### src/include/oteng_defines.vh
/*
  Constants for the OAM test and loopback PDU engine: register offsets,
  control bit positions, sticky bit positions, PDU type codes and reset
  values.
  Assumes it is included by bare name from the design file.
*/
`ifndef OTENG_DEFINES_VH
`define OTENG_DEFINES_VH

// ----------------------------------------------------------------------
// register offsets (byte addresses, one 32-bit word each)
// ----------------------------------------------------------------------
`define OTENG_REG_CTRL      8'h00
`define OTENG_REG_MODE      8'h04
`define OTENG_REG_TX_TID    8'h08
`define OTENG_REG_RX_TID    8'h0C
`define OTENG_REG_STICKY    8'h10
`define OTENG_REG_EXTRACT   8'h14
`define OTENG_REG_RX_FRM    8'h18
`define OTENG_REG_SEQ_ERR   8'h1C
`define OTENG_REG_CRC_ERR   8'h20
`define OTENG_REG_TX_REPLY  8'h24

// ----------------------------------------------------------------------
// control register bit positions
// ----------------------------------------------------------------------
`define OTENG_CTL_TST_HW       0
`define OTENG_CTL_TST_OAM_CNT  1
`define OTENG_CTL_TST_LOSS_CNT 2
`define OTENG_CTL_TST_SEQ_UPD  3
`define OTENG_CTL_TST_CPU      4
`define OTENG_CTL_TST_CRC      5
`define OTENG_CTL_LREQ_HW      6
`define OTENG_CTL_LREP_HW      7
`define OTENG_CTL_LREQ_OAM_CNT 8
`define OTENG_CTL_LREP_OAM_CNT 9
`define OTENG_CTL_LREQ_LOSS    10
`define OTENG_CTL_LREP_LOSS    11
`define OTENG_CTL_LREQ_SEQ_UPD 12
`define OTENG_CTL_LREQ_LOOP    13
`define OTENG_CTL_LREQ_CPU     14
`define OTENG_CTL_LREP_CPU     15
`define OTENG_CTL_LREP_CRC     16
`define OTENG_CTL_WIDTH        17
`define OTENG_CTL_RESET        17'h00000

// ----------------------------------------------------------------------
// mode register: active family and alternate-OAM flag
// ----------------------------------------------------------------------
`define OTENG_FAM_NONE      2'h0
`define OTENG_FAM_TEST      2'h1
`define OTENG_FAM_LOOP      2'h2
`define OTENG_FAM_SAM       2'h3
`define OTENG_MODE_ALT_BIT  2
`define OTENG_MODE_RESET    3'h0

// ----------------------------------------------------------------------
// sticky bits (write one to clear)
// ----------------------------------------------------------------------
`define OTENG_STK_TST_RX    0
`define OTENG_STK_LREQ_RX   1
`define OTENG_STK_LREP_RX   2
`define OTENG_STK_TID_ERR   3

// ----------------------------------------------------------------------
// pdu type codes on the lookup ports
// ----------------------------------------------------------------------
`define OTENG_PDU_TEST      2'h0
`define OTENG_PDU_LREQ      2'h1
`define OTENG_PDU_LREP      2'h2
`define OTENG_PDU_OTHER     2'h3

// test pattern types whose TLV carries a CRC
`define OTENG_PAT_CRC_A     8'h01
`define OTENG_PAT_CRC_B     8'h03

`define OTENG_WORD_RESET    32'h00000000

`endif

### src/logic/oteng_top.v
/*
  OAM endpoint engine for test and loopback PDUs. One lookup per cycle
  on the transmit side and one on the receive side, each a one-cycle
  descriptor of an already validated PDU; results come back registered
  one cycle later. Registers are reached over a plain strobe port.
  Assumes the frame pipeline has validated each PDU, extracted its
  sequence number and TEST TLV fields and computed the TLV CRC.
*/
//
// Overview of operation
// one PDU family active per endpoint
// test hw off: stats only, no edits
// oam and loss count enables per type
// tx test seq overwritten with tx identifier
// tx test bumps tx identifier by one
// rx test sets test receive flag
// rx test seq vs stored+1, error flag, count
// rx test seq stored as rx identifier
// valid rx frame counter increments
// extract-next copies next test PDU
// test copy setting copies all test PDUs
// crc check only first TEST TLV
// crc checked only for patterns 1, 3
// sender inserts TLV and CRC itself
// separate request and reply hw enables
// tx request gets identifier, then +1
// rx request flag, loop back a reply
// count transmitted replies
// rx reply flag, seq check, store
// mismatched reply still valid and counted
// request/reply copy, extract-next for reply
// reply crc check, not in alternate mode
// extract-next clears after one copy
// identifiers 32 bits, wrap to zero
`timescale 1ns/1ps
`default_nettype none
`include "oteng_defines.vh"

module oteng_top (
  // clock and reset
  input wire clk_i,
  input wire arst_n_i,
  // register port
  input wire [7:0] reg_addr_i,
  input wire [31:0] reg_wdata_i,
  input wire reg_we_i,
  input wire reg_re_i,
  output reg [31:0] reg_rdata_o,
  // transmit lookup
  input wire tx_pdu_valid_i,
  input wire [1:0] tx_pdu_type_i,
  input wire [31:0] tx_seq_i,
  output reg tx_done_o,
  output reg [31:0] tx_seq_o,
  output reg tx_seq_write_o,
  output reg tx_oam_count_o,
  output reg tx_loss_count_o,
  // receive lookup
  input wire rx_pdu_valid_i,
  input wire [1:0] rx_pdu_type_i,
  input wire [31:0] rx_seq_i,
  input wire rx_tlv_first_test_i,
  input wire [7:0] rx_tlv_pattern_i,
  input wire [31:0] rx_tlv_crc_i,
  input wire [31:0] rx_tlv_crc_calc_i,
  output reg rx_done_o,
  output reg rx_cpu_copy_o,
  output reg rx_loop_inject_o,
  output reg rx_oam_count_o,
  output reg rx_loss_count_o,
  output reg rx_crc_error_o
);

  // ----------------------------------------------------------------------
  // helpers
  // ----------------------------------------------------------------------

  // 32-bit increment that wraps from all ones to zero
  function [31:0] inc32;
    input [31:0] v;
    begin
      inc32 = v + 32'h00000001;
    end
  endfunction

  // sticky update: hardware set wins over a software clear
  function stick;
    input q;
    input set;
    input clr;
    begin
      stick = set | (q & ~clr);
    end
  endfunction

  // ----------------------------------------------------------------------
  // registers
  // ----------------------------------------------------------------------
  reg [`OTENG_CTL_WIDTH-1:0] ctrl_q;
  reg [2:0] mode_q;
  reg [31:0] tx_tid_q;
  reg [31:0] rx_tid_q;
  reg [3:0] sticky_q;
  reg extract_q;
  reg [31:0] rx_frm_cnt_q;
  reg [31:0] seq_err_cnt_q;
  reg [31:0] crc_err_cnt_q;
  reg [31:0] tx_reply_cnt_q;

  wire wr_ctrl = reg_we_i && (reg_addr_i == `OTENG_REG_CTRL);
  wire wr_mode = reg_we_i && (reg_addr_i == `OTENG_REG_MODE);
  wire wr_txt = reg_we_i && (reg_addr_i == `OTENG_REG_TX_TID);
  wire wr_rxt = reg_we_i && (reg_addr_i == `OTENG_REG_RX_TID);
  wire wr_stk = reg_we_i && (reg_addr_i == `OTENG_REG_STICKY);
  wire wr_ext = reg_we_i && (reg_addr_i == `OTENG_REG_EXTRACT);
  wire wr_frm = reg_we_i && (reg_addr_i == `OTENG_REG_RX_FRM);
  wire wr_ser = reg_we_i && (reg_addr_i == `OTENG_REG_SEQ_ERR);
  wire wr_cer = reg_we_i && (reg_addr_i == `OTENG_REG_CRC_ERR);
  wire wr_rep = reg_we_i && (reg_addr_i == `OTENG_REG_TX_REPLY);

  // ----------------------------------------------------------------------
  // family selection
  // ----------------------------------------------------------------------

  // test and loopback share one identifier set, so only the selected
  // family is processed; the other still gets its oam/loss counting
  wire fam_test = (mode_q[1:0] == `OTENG_FAM_TEST);
  wire fam_loop = (mode_q[1:0] == `OTENG_FAM_LOOP);
  wire alt_mode = mode_q[`OTENG_MODE_ALT_BIT];

  // ----------------------------------------------------------------------
  // transmit lookup
  // ----------------------------------------------------------------------
  wire tx_test = tx_pdu_valid_i && (tx_pdu_type_i == `OTENG_PDU_TEST);
  wire tx_lreq = tx_pdu_valid_i && (tx_pdu_type_i == `OTENG_PDU_LREQ);
  wire tx_lrep = tx_pdu_valid_i && (tx_pdu_type_i == `OTENG_PDU_LREP);

  // hardware processing per type, gated by the active family
  wire tx_test_hw = tx_test && fam_test && ctrl_q[`OTENG_CTL_TST_HW];
  wire tx_lreq_hw = tx_lreq && fam_loop && ctrl_q[`OTENG_CTL_LREQ_HW];
  wire tx_lrep_hw = tx_lrep && fam_loop && ctrl_q[`OTENG_CTL_LREP_HW];

  // identifier advances for each processed test or request
  wire tx_tid_adv = tx_test_hw | tx_lreq_hw;
  wire tx_ovr = (tx_test_hw && ctrl_q[`OTENG_CTL_TST_SEQ_UPD]) ||
                (tx_lreq_hw && ctrl_q[`OTENG_CTL_LREQ_SEQ_UPD]);

  reg tx_oam_d;
  reg tx_loss_d;
  // counting follows the per-type enables even with hardware off
  always @* begin
    tx_oam_d = 1'b0;
    tx_loss_d = 1'b0;
    case (tx_pdu_type_i)
      `OTENG_PDU_TEST: begin
        tx_oam_d = ctrl_q[`OTENG_CTL_TST_OAM_CNT];
        tx_loss_d = ctrl_q[`OTENG_CTL_TST_LOSS_CNT];
      end
      `OTENG_PDU_LREQ: begin
        tx_oam_d = ctrl_q[`OTENG_CTL_LREQ_OAM_CNT];
        tx_loss_d = ctrl_q[`OTENG_CTL_LREQ_LOSS];
      end
      `OTENG_PDU_LREP: begin
        tx_oam_d = ctrl_q[`OTENG_CTL_LREP_OAM_CNT];
        tx_loss_d = ctrl_q[`OTENG_CTL_LREP_LOSS];
      end
      default: begin
        tx_oam_d = 1'b0;
        tx_loss_d = 1'b0;
      end
    endcase
  end

  // ----------------------------------------------------------------------
  // receive lookup
  // ----------------------------------------------------------------------
  wire rx_test = rx_pdu_valid_i && (rx_pdu_type_i == `OTENG_PDU_TEST);
  wire rx_lreq = rx_pdu_valid_i && (rx_pdu_type_i == `OTENG_PDU_LREQ);
  wire rx_lrep = rx_pdu_valid_i && (rx_pdu_type_i == `OTENG_PDU_LREP);

  wire rx_test_hw = rx_test && fam_test && ctrl_q[`OTENG_CTL_TST_HW];
  wire rx_lreq_hw = rx_lreq && fam_loop && ctrl_q[`OTENG_CTL_LREQ_HW];
  wire rx_lrep_hw = rx_lrep && fam_loop && ctrl_q[`OTENG_CTL_LREP_HW];

  // test and reply both run the sequence check against stored + 1;
  // a mismatching reply stays valid and is still counted
  wire rx_chk = rx_test_hw | rx_lrep_hw;
  wire rx_seq_bad = rx_chk && (rx_seq_i != inc32(rx_tid_q));

  // crc: first TLV only, patterns with a CRC only, and never for the
  // reply in alternate mode where an id TLV must come first
  wire pat_has_crc = (rx_tlv_pattern_i == `OTENG_PAT_CRC_A) ||
                     (rx_tlv_pattern_i == `OTENG_PAT_CRC_B);
  wire crc_en = (rx_test_hw && ctrl_q[`OTENG_CTL_TST_CRC]) ||
                (rx_lrep_hw && ctrl_q[`OTENG_CTL_LREP_CRC] &&
                 !alt_mode);
  wire crc_bad = crc_en && rx_tlv_first_test_i && pat_has_crc &&
                 (rx_tlv_crc_i != rx_tlv_crc_calc_i);

  // copy to cpu: per-type copy-all, or extract-next for test and reply
  wire ext_hit = extract_q && (rx_test_hw | rx_lrep_hw);
  wire rx_copy = (rx_test_hw && ctrl_q[`OTENG_CTL_TST_CPU]) ||
                 (rx_lreq_hw && ctrl_q[`OTENG_CTL_LREQ_CPU]) ||
                 (rx_lrep_hw && ctrl_q[`OTENG_CTL_LREP_CPU]) ||
                 ext_hit;

  wire rx_inject = rx_lreq_hw && ctrl_q[`OTENG_CTL_LREQ_LOOP];

  reg rx_oam_d;
  reg rx_loss_d;
  always @* begin
    rx_oam_d = 1'b0;
    rx_loss_d = 1'b0;
    case (rx_pdu_type_i)
      `OTENG_PDU_TEST: begin
        rx_oam_d = ctrl_q[`OTENG_CTL_TST_OAM_CNT];
        rx_loss_d = ctrl_q[`OTENG_CTL_TST_LOSS_CNT];
      end
      `OTENG_PDU_LREQ: begin
        rx_oam_d = ctrl_q[`OTENG_CTL_LREQ_OAM_CNT];
        rx_loss_d = ctrl_q[`OTENG_CTL_LREQ_LOSS];
      end
      `OTENG_PDU_LREP: begin
        rx_oam_d = ctrl_q[`OTENG_CTL_LREP_OAM_CNT];
        rx_loss_d = ctrl_q[`OTENG_CTL_LREP_LOSS];
      end
      default: begin
        rx_oam_d = 1'b0;
        rx_loss_d = 1'b0;
      end
    endcase
  end

  // sticky set terms
  wire [3:0] stk_set;
  assign stk_set[`OTENG_STK_TST_RX] = rx_test_hw;
  assign stk_set[`OTENG_STK_LREQ_RX] = rx_lreq_hw;
  assign stk_set[`OTENG_STK_LREP_RX] = rx_lrep_hw;
  assign stk_set[`OTENG_STK_TID_ERR] = rx_seq_bad;

  // ----------------------------------------------------------------------
  // configuration and state registers
  // ----------------------------------------------------------------------

  // a same-cycle hardware update beats a software write to counters and
  // identifiers, so no event is lost to a racing write
  always @(posedge clk_i or negedge arst_n_i) begin
    if (!arst_n_i) begin
      ctrl_q <= `OTENG_CTL_RESET;
      mode_q <= `OTENG_MODE_RESET;
      tx_tid_q <= `OTENG_WORD_RESET;
      rx_tid_q <= `OTENG_WORD_RESET;
      sticky_q <= 4'h0;
      extract_q <= 1'b0;
      rx_frm_cnt_q <= `OTENG_WORD_RESET;
      seq_err_cnt_q <= `OTENG_WORD_RESET;
      crc_err_cnt_q <= `OTENG_WORD_RESET;
      tx_reply_cnt_q <= `OTENG_WORD_RESET;
    end else begin
      if (wr_ctrl) begin
        ctrl_q <= reg_wdata_i[`OTENG_CTL_WIDTH-1:0];
      end
      if (wr_mode) begin
        mode_q <= reg_wdata_i[2:0];
      end
      if (tx_tid_adv) begin
        tx_tid_q <= inc32(tx_tid_q);
      end else if (wr_txt) begin
        tx_tid_q <= reg_wdata_i;
      end
      if (rx_chk) begin
        rx_tid_q <= rx_seq_i;
      end else if (wr_rxt) begin
        rx_tid_q <= reg_wdata_i;
      end
      sticky_q[0] <= stick(sticky_q[0], stk_set[0], wr_stk & reg_wdata_i[0]);
      sticky_q[1] <= stick(sticky_q[1], stk_set[1], wr_stk & reg_wdata_i[1]);
      sticky_q[2] <= stick(sticky_q[2], stk_set[2], wr_stk & reg_wdata_i[2]);
      sticky_q[3] <= stick(sticky_q[3], stk_set[3], wr_stk & reg_wdata_i[3]);
      // a software request in the clearing cycle arms the next frame
      if (wr_ext && reg_wdata_i[0]) begin
        extract_q <= 1'b1;
      end else if (ext_hit) begin
        extract_q <= 1'b0;
      end else if (wr_ext) begin
        extract_q <= 1'b0;
      end
      if (rx_chk) begin
        rx_frm_cnt_q <= inc32(rx_frm_cnt_q);
      end else if (wr_frm) begin
        rx_frm_cnt_q <= reg_wdata_i;
      end
      if (rx_seq_bad) begin
        seq_err_cnt_q <= inc32(seq_err_cnt_q);
      end else if (wr_ser) begin
        seq_err_cnt_q <= reg_wdata_i;
      end
      if (crc_bad) begin
        crc_err_cnt_q <= inc32(crc_err_cnt_q);
      end else if (wr_cer) begin
        crc_err_cnt_q <= reg_wdata_i;
      end
      if (tx_lrep_hw) begin
        tx_reply_cnt_q <= inc32(tx_reply_cnt_q);
      end else if (wr_rep) begin
        tx_reply_cnt_q <= reg_wdata_i;
      end
    end
  end

  // ----------------------------------------------------------------------
  // lookup result outputs
  // ----------------------------------------------------------------------

  // pdu contents are passed through untouched unless overwrite is set
  always @(posedge clk_i or negedge arst_n_i) begin
    if (!arst_n_i) begin
      tx_done_o <= 1'b0;
      tx_seq_o <= `OTENG_WORD_RESET;
      tx_seq_write_o <= 1'b0;
      tx_oam_count_o <= 1'b0;
      tx_loss_count_o <= 1'b0;
      rx_done_o <= 1'b0;
      rx_cpu_copy_o <= 1'b0;
      rx_loop_inject_o <= 1'b0;
      rx_oam_count_o <= 1'b0;
      rx_loss_count_o <= 1'b0;
      rx_crc_error_o <= 1'b0;
    end else begin
      tx_done_o <= tx_pdu_valid_i;
      tx_seq_o <= tx_ovr ? tx_tid_q : tx_seq_i;
      tx_seq_write_o <= tx_ovr;
      tx_oam_count_o <= tx_pdu_valid_i & tx_oam_d;
      tx_loss_count_o <= tx_pdu_valid_i & tx_loss_d;
      rx_done_o <= rx_pdu_valid_i;
      rx_cpu_copy_o <= rx_copy;
      rx_loop_inject_o <= rx_inject;
      rx_oam_count_o <= rx_pdu_valid_i & rx_oam_d;
      rx_loss_count_o <= rx_pdu_valid_i & rx_loss_d;
      rx_crc_error_o <= crc_bad;
    end
  end

  // ----------------------------------------------------------------------
  // register read port
  // ----------------------------------------------------------------------
  reg [31:0] rd_d;
  always @* begin
    case (reg_addr_i)
      `OTENG_REG_CTRL: rd_d = {15'h0000, ctrl_q};
      `OTENG_REG_MODE: rd_d = {29'h00000000, mode_q};
      `OTENG_REG_TX_TID: rd_d = tx_tid_q;
      `OTENG_REG_RX_TID: rd_d = rx_tid_q;
      `OTENG_REG_STICKY: rd_d = {28'h0000000, sticky_q};
      `OTENG_REG_EXTRACT: rd_d = {31'h00000000, extract_q};
      `OTENG_REG_RX_FRM: rd_d = rx_frm_cnt_q;
      `OTENG_REG_SEQ_ERR: rd_d = seq_err_cnt_q;
      `OTENG_REG_CRC_ERR: rd_d = crc_err_cnt_q;
      `OTENG_REG_TX_REPLY: rd_d = tx_reply_cnt_q;
      default: rd_d = 32'h00000000;
    endcase
  end

  // data stand for exactly the cycle after the read strobe
  always @(posedge clk_i or negedge arst_n_i) begin
    if (!arst_n_i) begin
      reg_rdata_o <= `OTENG_WORD_RESET;
    end else begin
      reg_rdata_o <= reg_re_i ? rd_d : 32'h00000000;
    end
  end

endmodule // oteng_top
`default_nettype wire

### config.mk
export PLATFORM = sky130hd
export DESIGN_NAME = oteng_top
export DESIGN_NICKNAME = d
export VERILOG_FILES = /design/src/logic/oteng_top.v
export VERILOG_INCLUDE_DIRS = /design/src /design/src/include
export SDC_FILE = /design/constraint.sdc
export NUM_CORES = 1
export LEC_CHECK = 0
export BUFFER_PORTS_ARGS = -buffer_cell sky130_fd_sc_hd__buf_2
export CAP_MARGIN = 40
export CORE_ASPECT_RATIO = 1.75
export CORE_MARGIN = 4
export CORE_UTILIZATION = 45
export DETAILED_ROUTE_END_ITERATION = 8
export GPL_ROUTABILITY_DRIVEN = 0
export PLACE_DENSITY = 0.66
export SLEW_MARGIN = 20
export SYNTH_ARGS = -nofsm -noshare
export SYNTH_HDL_FRONTEND = slang
export SYNTH_SLANG_ARGS = --single-unit
### constraint.sdc
create_clock -name clk_i -period 4.4 [get_ports clk_i]
set_input_delay 0.66 -clock clk_i [delete_from_list [all_inputs] [get_ports clk_i]]
set_output_delay 0.66 -clock clk_i [all_outputs]
set_load 0.01 [all_outputs]
==> results of run 1 <==
-- metal layers --
| metal | vias up | global-route usage | share of wire |
|---|---|---|---|
| li1 | 7674 | - | - |
| met1 | 8344 | 0.358 | 0.34 |
| met2 | 1089 | 0.531 | 0.49 |
| met4 | 0 | 0.216 | 0.083 |
| met5 | - | 0 | 0 |
| met3 | 251 | 0.0444 | 0.091 |
-- path summary, 6_finish.rpt --
check / cells after the start / end / slack (ns) / startpoint
min in group clk_i: 1 / rx_done_o / 0.25 / rx_pdu_valid_i
min reg2reg: 1 / sticky_q[1] / 0.49 / sticky_q[1]
max reg2reg: 11 / seq_err_cnt_q[13] / 0.27 / rx_tid_q[0]
min: 1 / rx_loss_count_o / 0.05 / arst_n_i
max: 11 / seq_err_cnt_q[13] / 0.27 / rx_tid_q[0]
max in group asynchronous: 2 / reg_rdata_o[18] / 3.21 / arst_n_i
-- layout by cell type, fill, tap and decap left out, types with 20 or more instances in the layout --
cell / synthesis / layout
dfrtp_1: 291 / 291
a311oi_1: 20 / 20
clkbuf_16: 0 / 29
o21ai_0: 84 / 84
o22ai_1: 24 / 24
a222oi_1: 30 / 30
a31oi_1: 75 / 75
mux2_2: 51 / 51
a21oi_1: 94 / 94
a22oi_1: 52 / 52
and3_1: 47 / 47
nor4_1: 20 / 20
nor2_1: 223 / 220
nand3_1: 103 / 103
inv_1: 39 / 39
xnor2_1: 55 / 55
nand2_1: 192 / 192
buf_2: 12 / 259
buf_4: 2 / 43
a211oi_1: 41 / 40
nor3_1: 44 / 44
nand4_1: 50 / 50
-- logic make-up (layout without fill, tap and decap cells) --
family,count (synthesis),count (layout),share of synthesized area
flip-flops,291,291,0.429
other,0,1,0
XOR/XNOR,69,69,0.0356
buffers and inverters,170,397,0.0407
AND/OR/NAND/NOR,772,772,0.218
adder cells (fa/ha/maj),6,6,0.00442
multiplexers,62,62,0.0403
AO/OA/AOI/OAI,554,554,0.232
-- registers in the layout (all words and copies together), names as in the netlist, 3 cells and up --
register / flops
ctrl_q: 17
sticky_q: 4
tx_seq_o: 32
crc_err_cnt_q: 32
mode_q: 3
rx_frm_cnt_q: 32
seq_err_cnt_q: 32
tx_reply_cnt_q: 32
tx_tid_q: 32
rx_tid_q: 32
reg_rdata_o: 32
-- stage by stage --
| stage | instances | setup WS, ns | utilization | power [mW] | hold WS, ns |
|---|---|---|---|---|---|
| floorplan | 1924 | 1.13 | - | 3.47 | 0.364 |
| global placement | 2570 | 0.433 | 0.506 | 3.86 | 0.460 |
| detailed placement | 2574 | 0.371 | 0.507 | 3.90 | 0.473 |
| CTS | 2626 | 0.321 | 0.533 | 6.41 | 0.0955 |
| global route | 2627 | 0.108 | 0.533 | 6.61 | 0.118 |
| finish | 2627 | 0.273 | 0.533 | 6.41 | 0.0494 |
-- report_power, final --
| part | total [mW] | internal (mW) | switching, mW |
|---|---|---|---|
| registers | 3.19 | 2.86 | 0.321 |
| clock network | 2.53 | 1.43 | 1.10 |
| logic | 0.688 | 0.304 | 0.384 |
-- cell type report --
type                       count  area, sq um  share of cell area
antenna                        1         2.50            0.000127
inverter                      39          146             0.00742
tap                          475          594              0.0301
multi-input combinational   1463         9050               0.459
clock buffer                  48          927              0.0470
sequential                   291         7280               0.369
timing repair buffer         306         1690              0.0859
clock inverter                 4         30.0             0.00152
-- critical path: stages, from the launching register on --
cell and delay, ns:
dfrtp_1 0.55, ha_1 0.30, nand3_1 0.18, or3_1 0.52, or4_1 0.56, o31ai_2 0.30
o2111a_1 0.26, nand4_1 0.32, a21oi_2 0.43, buf_12 0.19, o21ba_2 0.16, o221a_1 0.21
==> run_summary.xml, run 1 <==
<?xml version="1.0" encoding="UTF-8"?>
<metrics>
  <group name="outcome">
    <metric name="outcome" unit="">complete, no violations</metric>
  </group>
  <group name="clock_tree">
    <metric name="cts.clk_slew.worst_paths" unit="ns">0.06</metric>
    <metric name="ctsLongestPathBuffers" unit="">3</metric>
    <metric name="cts_setup_buffers" unit="">0</metric>
    <metric name="source_to_sink_clock_delay_at_the_later_pin_of_the_worst_skew_pair" unit="ns">0.58</metric>
    <metric name="cts_hold_repair.buffers" unit="">0</metric>
    <metric name="cts_tree" unit="">done</metric>
    <metric name="cts-resized-gates" unit="">0</metric>
    <metric name="cts-htree-levels" unit="">1</metric>
    <metric name="clock_net_sink_count" unit="">291</metric>
    <metric name="clk_root_buffer_cell" unit="">clkbuf_16</metric>
    <metric name="tritoncts.num_buffers" unit="">29</metric>
  </group>
  <group name="layout">
    <metric name="finish.instance_area" unit="sq um">19700</metric>
    <metric name="finish.net_count" unit="">2323</metric>
    <metric name="layout_fillers" unit="">3426</metric>
    <metric name="area_growth_syn_to_layout" unit="%">16.2</metric>
    <metric name="drive_above_1_share" unit="">0.206</metric>
  </group>
  <group name="synthesis">
    <metric name="ys_warn_count" unit="">0</metric>
    <metric name="synth_seq_cells" unit="">291</metric>
    <metric name="yosys.cell_types.count" unit="">85</metric>
    <metric name="netlist_top_cells_area" unit="">dfrtp_1 43%, nor2_1 4.9%, nand2_1 4.2%, mux2_2 3.4%, nand3_1 3.0%</metric>
    <metric name="synth_largest_area_cell" unit="">dfrtp_1</metric>
    <metric name="yosys-top-cells-count" unit="">291 x dfrtp_1, 223 x nor2_1, 192 x nand2_1, 109 x clkbuf_1, 103 x nand3_1</metric>
    <metric name="synth-async-reset-ratio" unit="">1.00</metric>
    <metric name="synth.avg_cell_area" unit="sq um">8.82</metric>
    <metric name="synth_fp_nets" unit="">2117</metric>
    <metric name="predominant_post_synthesis_flop_cell" unit="">dfrtp_1</metric>
    <metric name="mappedNetlistArea" unit="sq um">17000</metric>
    <metric name="synth_edf_count" unit="">0</metric>
    <metric name="synth_seq_area_share" unit="">0.429</metric>
    <metric name="synth_top_cell_area_share" unit="">0.429</metric>
    <metric name="synth_most_common_cell" unit="">dfrtp_1</metric>
    <metric name="gate_count_of_the_mapped_netlist" unit="">1924</metric>
  </group>
  <group name="global_route">
    <metric name="grt_overflow" unit="">0</metric>
    <metric name="vias_in_the_first_global_route" unit="">16868</metric>
    <metric name="first_pass_grt_wire_length" unit="mm">99.4</metric>
    <metric name="gr-usage-all-layers" unit="">0.312</metric>
    <metric name="antenna_violations_before_repair" unit="">1</metric>
    <metric name="grt_start_max_net_pins" unit="">119</metric>
  </group>
  <group name="sta">
    <metric name="maxSlewHeadroom" unit="">0.414</metric>
    <metric name="min_period_over_period" unit="">0.938</metric>
    <metric name="clock_skew" unit="ns">0.0277</metric>
    <metric name="grt_setup_unrepaired" unit="">no</metric>
    <metric name="peak_clock_frequency_supported_by_timing" unit="MHz">242</metric>
    <metric name="timing.final.hold_violations" unit="">0</metric>
    <metric name="tightestPinTransition" unit="ns">0.871</metric>
    <metric name="timing.final.max_slew_violations" unit="">0</metric>
    <metric name="timing.final.setup_violations" unit="">0</metric>
    <metric name="final.setup.tns" unit="ns">0</metric>
    <metric name="layout_min_cycle_time" unit="ns">4.13</metric>
  </group>
  <group name="floorplanning">
    <metric name="io-pin-count" unit="">261</metric>
    <metric name="std_cell_rows" unit="">93</metric>
    <metric name="die_area" unit="sq um">41000</metric>
    <metric name="start_util" unit="">0.459</metric>
    <metric name="coreArea" unit="sq um">37000</metric>
    <metric name="die_width" unit="um">155</metric>
    <metric name="floorplan.die.height" unit="um">265</metric>
  </group>
  <group name="power">
    <metric name="power_per_cell_area" unit="nW/um^2">325</metric>
    <metric name="cellLeakagePower" unit="nW">8.39</metric>
    <metric name="irDropWorstVdd" unit="V">0.000250</metric>
  </group>
  <group name="placement">
    <metric name="placement.cell_area" unit="sq um">18800</metric>
    <metric name="final_hpwl_from_detailed_placement" unit="mm">50.2</metric>
    <metric name="port-buffer-count" unit="">259</metric>
  </group>
  <group name="worst_setup_path">
    <metric name="timing.critical_path.required" unit="ns">4.85</metric>
    <metric name="start_kind" unit="">flip-flop</metric>
    <metric name="critical_path_peak_fanout" unit="">13</metric>
    <metric name="worstSetupPathType" unit="">reg2reg</metric>
    <metric name="cp-end-kind" unit="">flip-flop</metric>
    <metric name="worst-endpoint-arrival" unit="ns">4.58</metric>
  </group>
  <group name="routing">
    <metric name="routed_via_density" unit="">6.61</metric>
    <metric name="dr.first_iter.drc_count" unit="">2262</metric>
    <metric name="drt_first_pass_iters" unit="">7</metric>
    <metric name="vias" unit="">17358</metric>
    <metric name="route.antenna.remaining_nets" unit="">0</metric>
    <metric name="totalWireLength" unit="mm">66.1</metric>
    <metric name="routed_wire_length_per_instance" unit="um">25.2</metric>
    <metric name="count_of_unresolved_drc_violations_after_routing" unit="">0</metric>
  </group>
  <group name="flow_run">
    <metric name="max_cap_violations" unit="">0</metric>
  </group>
  <group name="hold_path">
    <metric name="hold_path.class" unit="">in2async</metric>
  </group>
</metrics>
Power figures use the tool's default switching activity.
==> run 2, diff against run 1 <==
- clock period: 4.4 -> 4.6 ns (I/O delays scaled with it)
==> run 2 against run 1 <==
Effect of this change: clock skew is 0.018 ns lower; hold slack improved by 0.077 ns; design area is essentially flat; die area stayed put; clock power is 6% lower; maximum frequency shrank 0.41%; global-route usage is 0.35 points higher; sequential power fell by 4%; worst setup slack better by 0.18 ns; critical path depth shrank 1; first-iteration DRC count is 6.4% lower; total power down 5.2%.
==> run_summary.xml, run 2 (synthesized netlist as in run 1, its figures left out) <==
<?xml version="1.0" encoding="UTF-8"?>
<metrics>
  <group name="layout">
    <metric name="multiInputGateArea" unit="sq um">9050</metric>
    <metric name="finish.net_count" unit="">2325</metric>
    <metric name="post_layout_nonfiller_instances" unit="">2628</metric>
    <metric name="seqCellArea" unit="sq um">7280</metric>
    <metric name="layout.cells.most_common" unit="">dfrtp_1</metric>
    <metric name="layout_fillers" unit="">3432</metric>
    <metric name="drive_above_1_share" unit="">0.206</metric>
    <metric name="leading_cell_types_in_the_layout_fill_and_taps_excluded" unit="">291 x dfrtp_1, 258 x buf_2, 220 x nor2_1</metric>
    <metric name="area_growth_syn_to_layout" unit="%">16.3</metric>
    <metric name="finish.instance_area" unit="sq um">19700</metric>
  </group>
  <group name="sta">
    <metric name="tightestPinTransition" unit="ns">1.00</metric>
    <metric name="maxSlewHeadroom" unit="">0.331</metric>
    <metric name="peak_clock_frequency_supported_by_timing" unit="MHz">241</metric>
    <metric name="clock_skew" unit="ns">0.0100</metric>
    <metric name="layout_min_cycle_time" unit="ns">4.14</metric>
    <metric name="final.setup.tns" unit="ns">0</metric>
    <metric name="min_period_over_period" unit="">0.901</metric>
    <metric name="grt_setup_unrepaired" unit="">no</metric>
    <metric name="timing.final.setup_violations" unit="">0</metric>
    <metric name="timing.final.hold_violations" unit="">0</metric>
    <metric name="timing.final.max_slew_violations" unit="">0</metric>
    <metric name="hold_ws" unit="ns">0.126</metric>
  </group>
  <group name="clock_tree">
    <metric name="source_to_sink_clock_delay_at_the_later_pin_of_the_worst_skew_pair" unit="ns">0.57</metric>
    <metric name="clk_root_buffer_cell" unit="">clkbuf_16</metric>
    <metric name="tritoncts.num_buffers" unit="">28</metric>
    <metric name="cts_tree" unit="">done</metric>
    <metric name="cts_setup_buffers" unit="">0</metric>
    <metric name="cts-htree-levels" unit="">1</metric>
    <metric name="clock_net_sink_count" unit="">291</metric>
    <metric name="cts-resized-gates" unit="">0</metric>
    <metric name="ctsLongestPathBuffers" unit="">3</metric>
    <metric name="cts.clk_slew.worst_paths" unit="ns">0.07</metric>
    <metric name="cts_hold_repair.buffers" unit="">0</metric>
  </group>
  <group name="placement">
    <metric name="port-buffer-count" unit="">259</metric>
    <metric name="placement.cell_area" unit="sq um">18800</metric>
    <metric name="dp.cells" unit="">2576</metric>
    <metric name="final_hpwl_from_detailed_placement" unit="mm">50.0</metric>
  </group>
  <group name="routing">
    <metric name="met2_length" unit="mm">32.2</metric>
    <metric name="route.antenna.remaining_nets" unit="">0</metric>
    <metric name="totalWireLength" unit="mm">66.3</metric>
    <metric name="routed_via_density" unit="">6.59</metric>
    <metric name="routed_wire_length_per_instance" unit="um">25.2</metric>
    <metric name="metal_1_wl" unit="mm">23.2</metric>
    <metric name="dr.first_iter.drc_count" unit="">2117</metric>
    <metric name="vias" unit="">17322</metric>
    <metric name="detailroute.wirelength.met3" unit="mm">5.51</metric>
    <metric name="drt_first_pass_iters" unit="">9</metric>
    <metric name="count_of_unresolved_drc_violations_after_routing" unit="">0</metric>
    <metric name="highest-signal-layer" unit="">met4</metric>
  </group>
  <group name="floorplanning">
    <metric name="std_cell_rows" unit="">93</metric>
    <metric name="io-pin-count" unit="">261</metric>
    <metric name="die_width" unit="um">155</metric>
    <metric name="start_util" unit="">0.459</metric>
    <metric name="die_area" unit="sq um">41000</metric>
    <metric name="coreArea" unit="sq um">37000</metric>
    <metric name="floorplan.die.height" unit="um">265</metric>
  </group>
  <group name="outcome">
    <metric name="outcome" unit="">complete, no violations</metric>
  </group>
  <group name="worst_setup_path">
    <metric name="cp-end-kind" unit="">flip-flop</metric>
    <metric name="worst-endpoint-arrival" unit="ns">4.60</metric>
    <metric name="rrSetupSlack" unit="ns">0.46</metric>
    <metric name="timing.critical_path.required" unit="ns">5.05</metric>
    <metric name="start_kind" unit="">flip-flop</metric>
    <metric name="worstSetupPathType" unit="">reg2reg</metric>
    <metric name="critical_path_peak_fanout" unit="">22</metric>
  </group>
  <group name="hold_path">
    <metric name="hold_path.class" unit="">in2async</metric>
  </group>
  <group name="power">
    <metric name="cellLeakagePower" unit="nW">8.36</metric>
    <metric name="post-layout-total-power" unit="mW">6.08</metric>
    <metric name="irDropWorstVdd" unit="V">0.000247</metric>
    <metric name="power_per_cell_area" unit="nW/um^2">308</metric>
  </group>
  <group name="global_route">
    <metric name="gr-usage-all-layers" unit="">0.315</metric>
    <metric name="grt_start_max_net_pins" unit="">114</metric>
    <metric name="vias_in_the_first_global_route" unit="">16989</metric>
    <metric name="grt_overflow" unit="">0</metric>
    <metric name="antenna_violations_before_repair" unit="">1</metric>
    <metric name="first_pass_grt_wire_length" unit="mm">100</metric>
  </group>
  <group name="flow_run">
    <metric name="max_cap_violations" unit="">0</metric>
  </group>
</metrics>
## run 2: power by group
group	switching (mW)	leakage, nW	internal, mW
sequential	0.308	3.82	2.74
combinational	0.365	4.12	0.291
clock	1.06	0.428	1.32
## run 2: path summary, 6_finish.rpt
path	from	to	cells past startpoint
worst min-delay path	arst_n_i	rx_done_o	1
worst min register to register	sticky_q[0]	sticky_q[0]	1
worst max register to register	rx_tid_q[2]	seq_err_cnt_q[21]	10
max in group asynchronous	arst_n_i	crc_err_cnt_q[10]	2
worst max-delay path	rx_tid_q[2]	seq_err_cnt_q[21]	10
min in group clk_i	rx_pdu_valid_i	rx_done_o	1
## run 2: stage by stage
stage                     setup slack (ns)   util
after detailed placement             0.597  0.508
final                                0.456  0.534
after floorplan                       1.33      -
after global routing                 0.235  0.534
after global placement               0.566  0.505
after CTS                            0.538  0.533
## run 2: cell type report
| type | instances | share of cell area |
|---|---|---|
| Tap cell | 475 | 0.0301 |
| Antenna cell | 1 | 0.000127 |
| Inverter | 39 | 0.00742 |
| Sequential cell | 291 | 0.369 |
| Multi-Input combinational cell | 1463 | 0.458 |
| Clock inverter | 11 | 0.00608 |
| Timing Repair Buffer | 309 | 0.0890 |
| Clock buffer | 39 | 0.0402 |
## run 2: worst max-delay path, cell delays in order (launching register included)
cell	delay, ns
dfrtp_1	0.57
nand4_1	0.42
or3_1	0.63
a2111oi_1	0.55
o22ai_1	0.16
nor4_1	0.34
and4_4	0.44
nor2_2	0.22
buf_4	0.25
a21o_1	0.16
a221oi_1	0.28
## run 2: layer usage
metal  global-route usage  up-vias
met5                    0        -
met4                0.214        0
met3               0.0400      251
met2                0.532     1073
met1                0.372     8329
li1                     -     7669
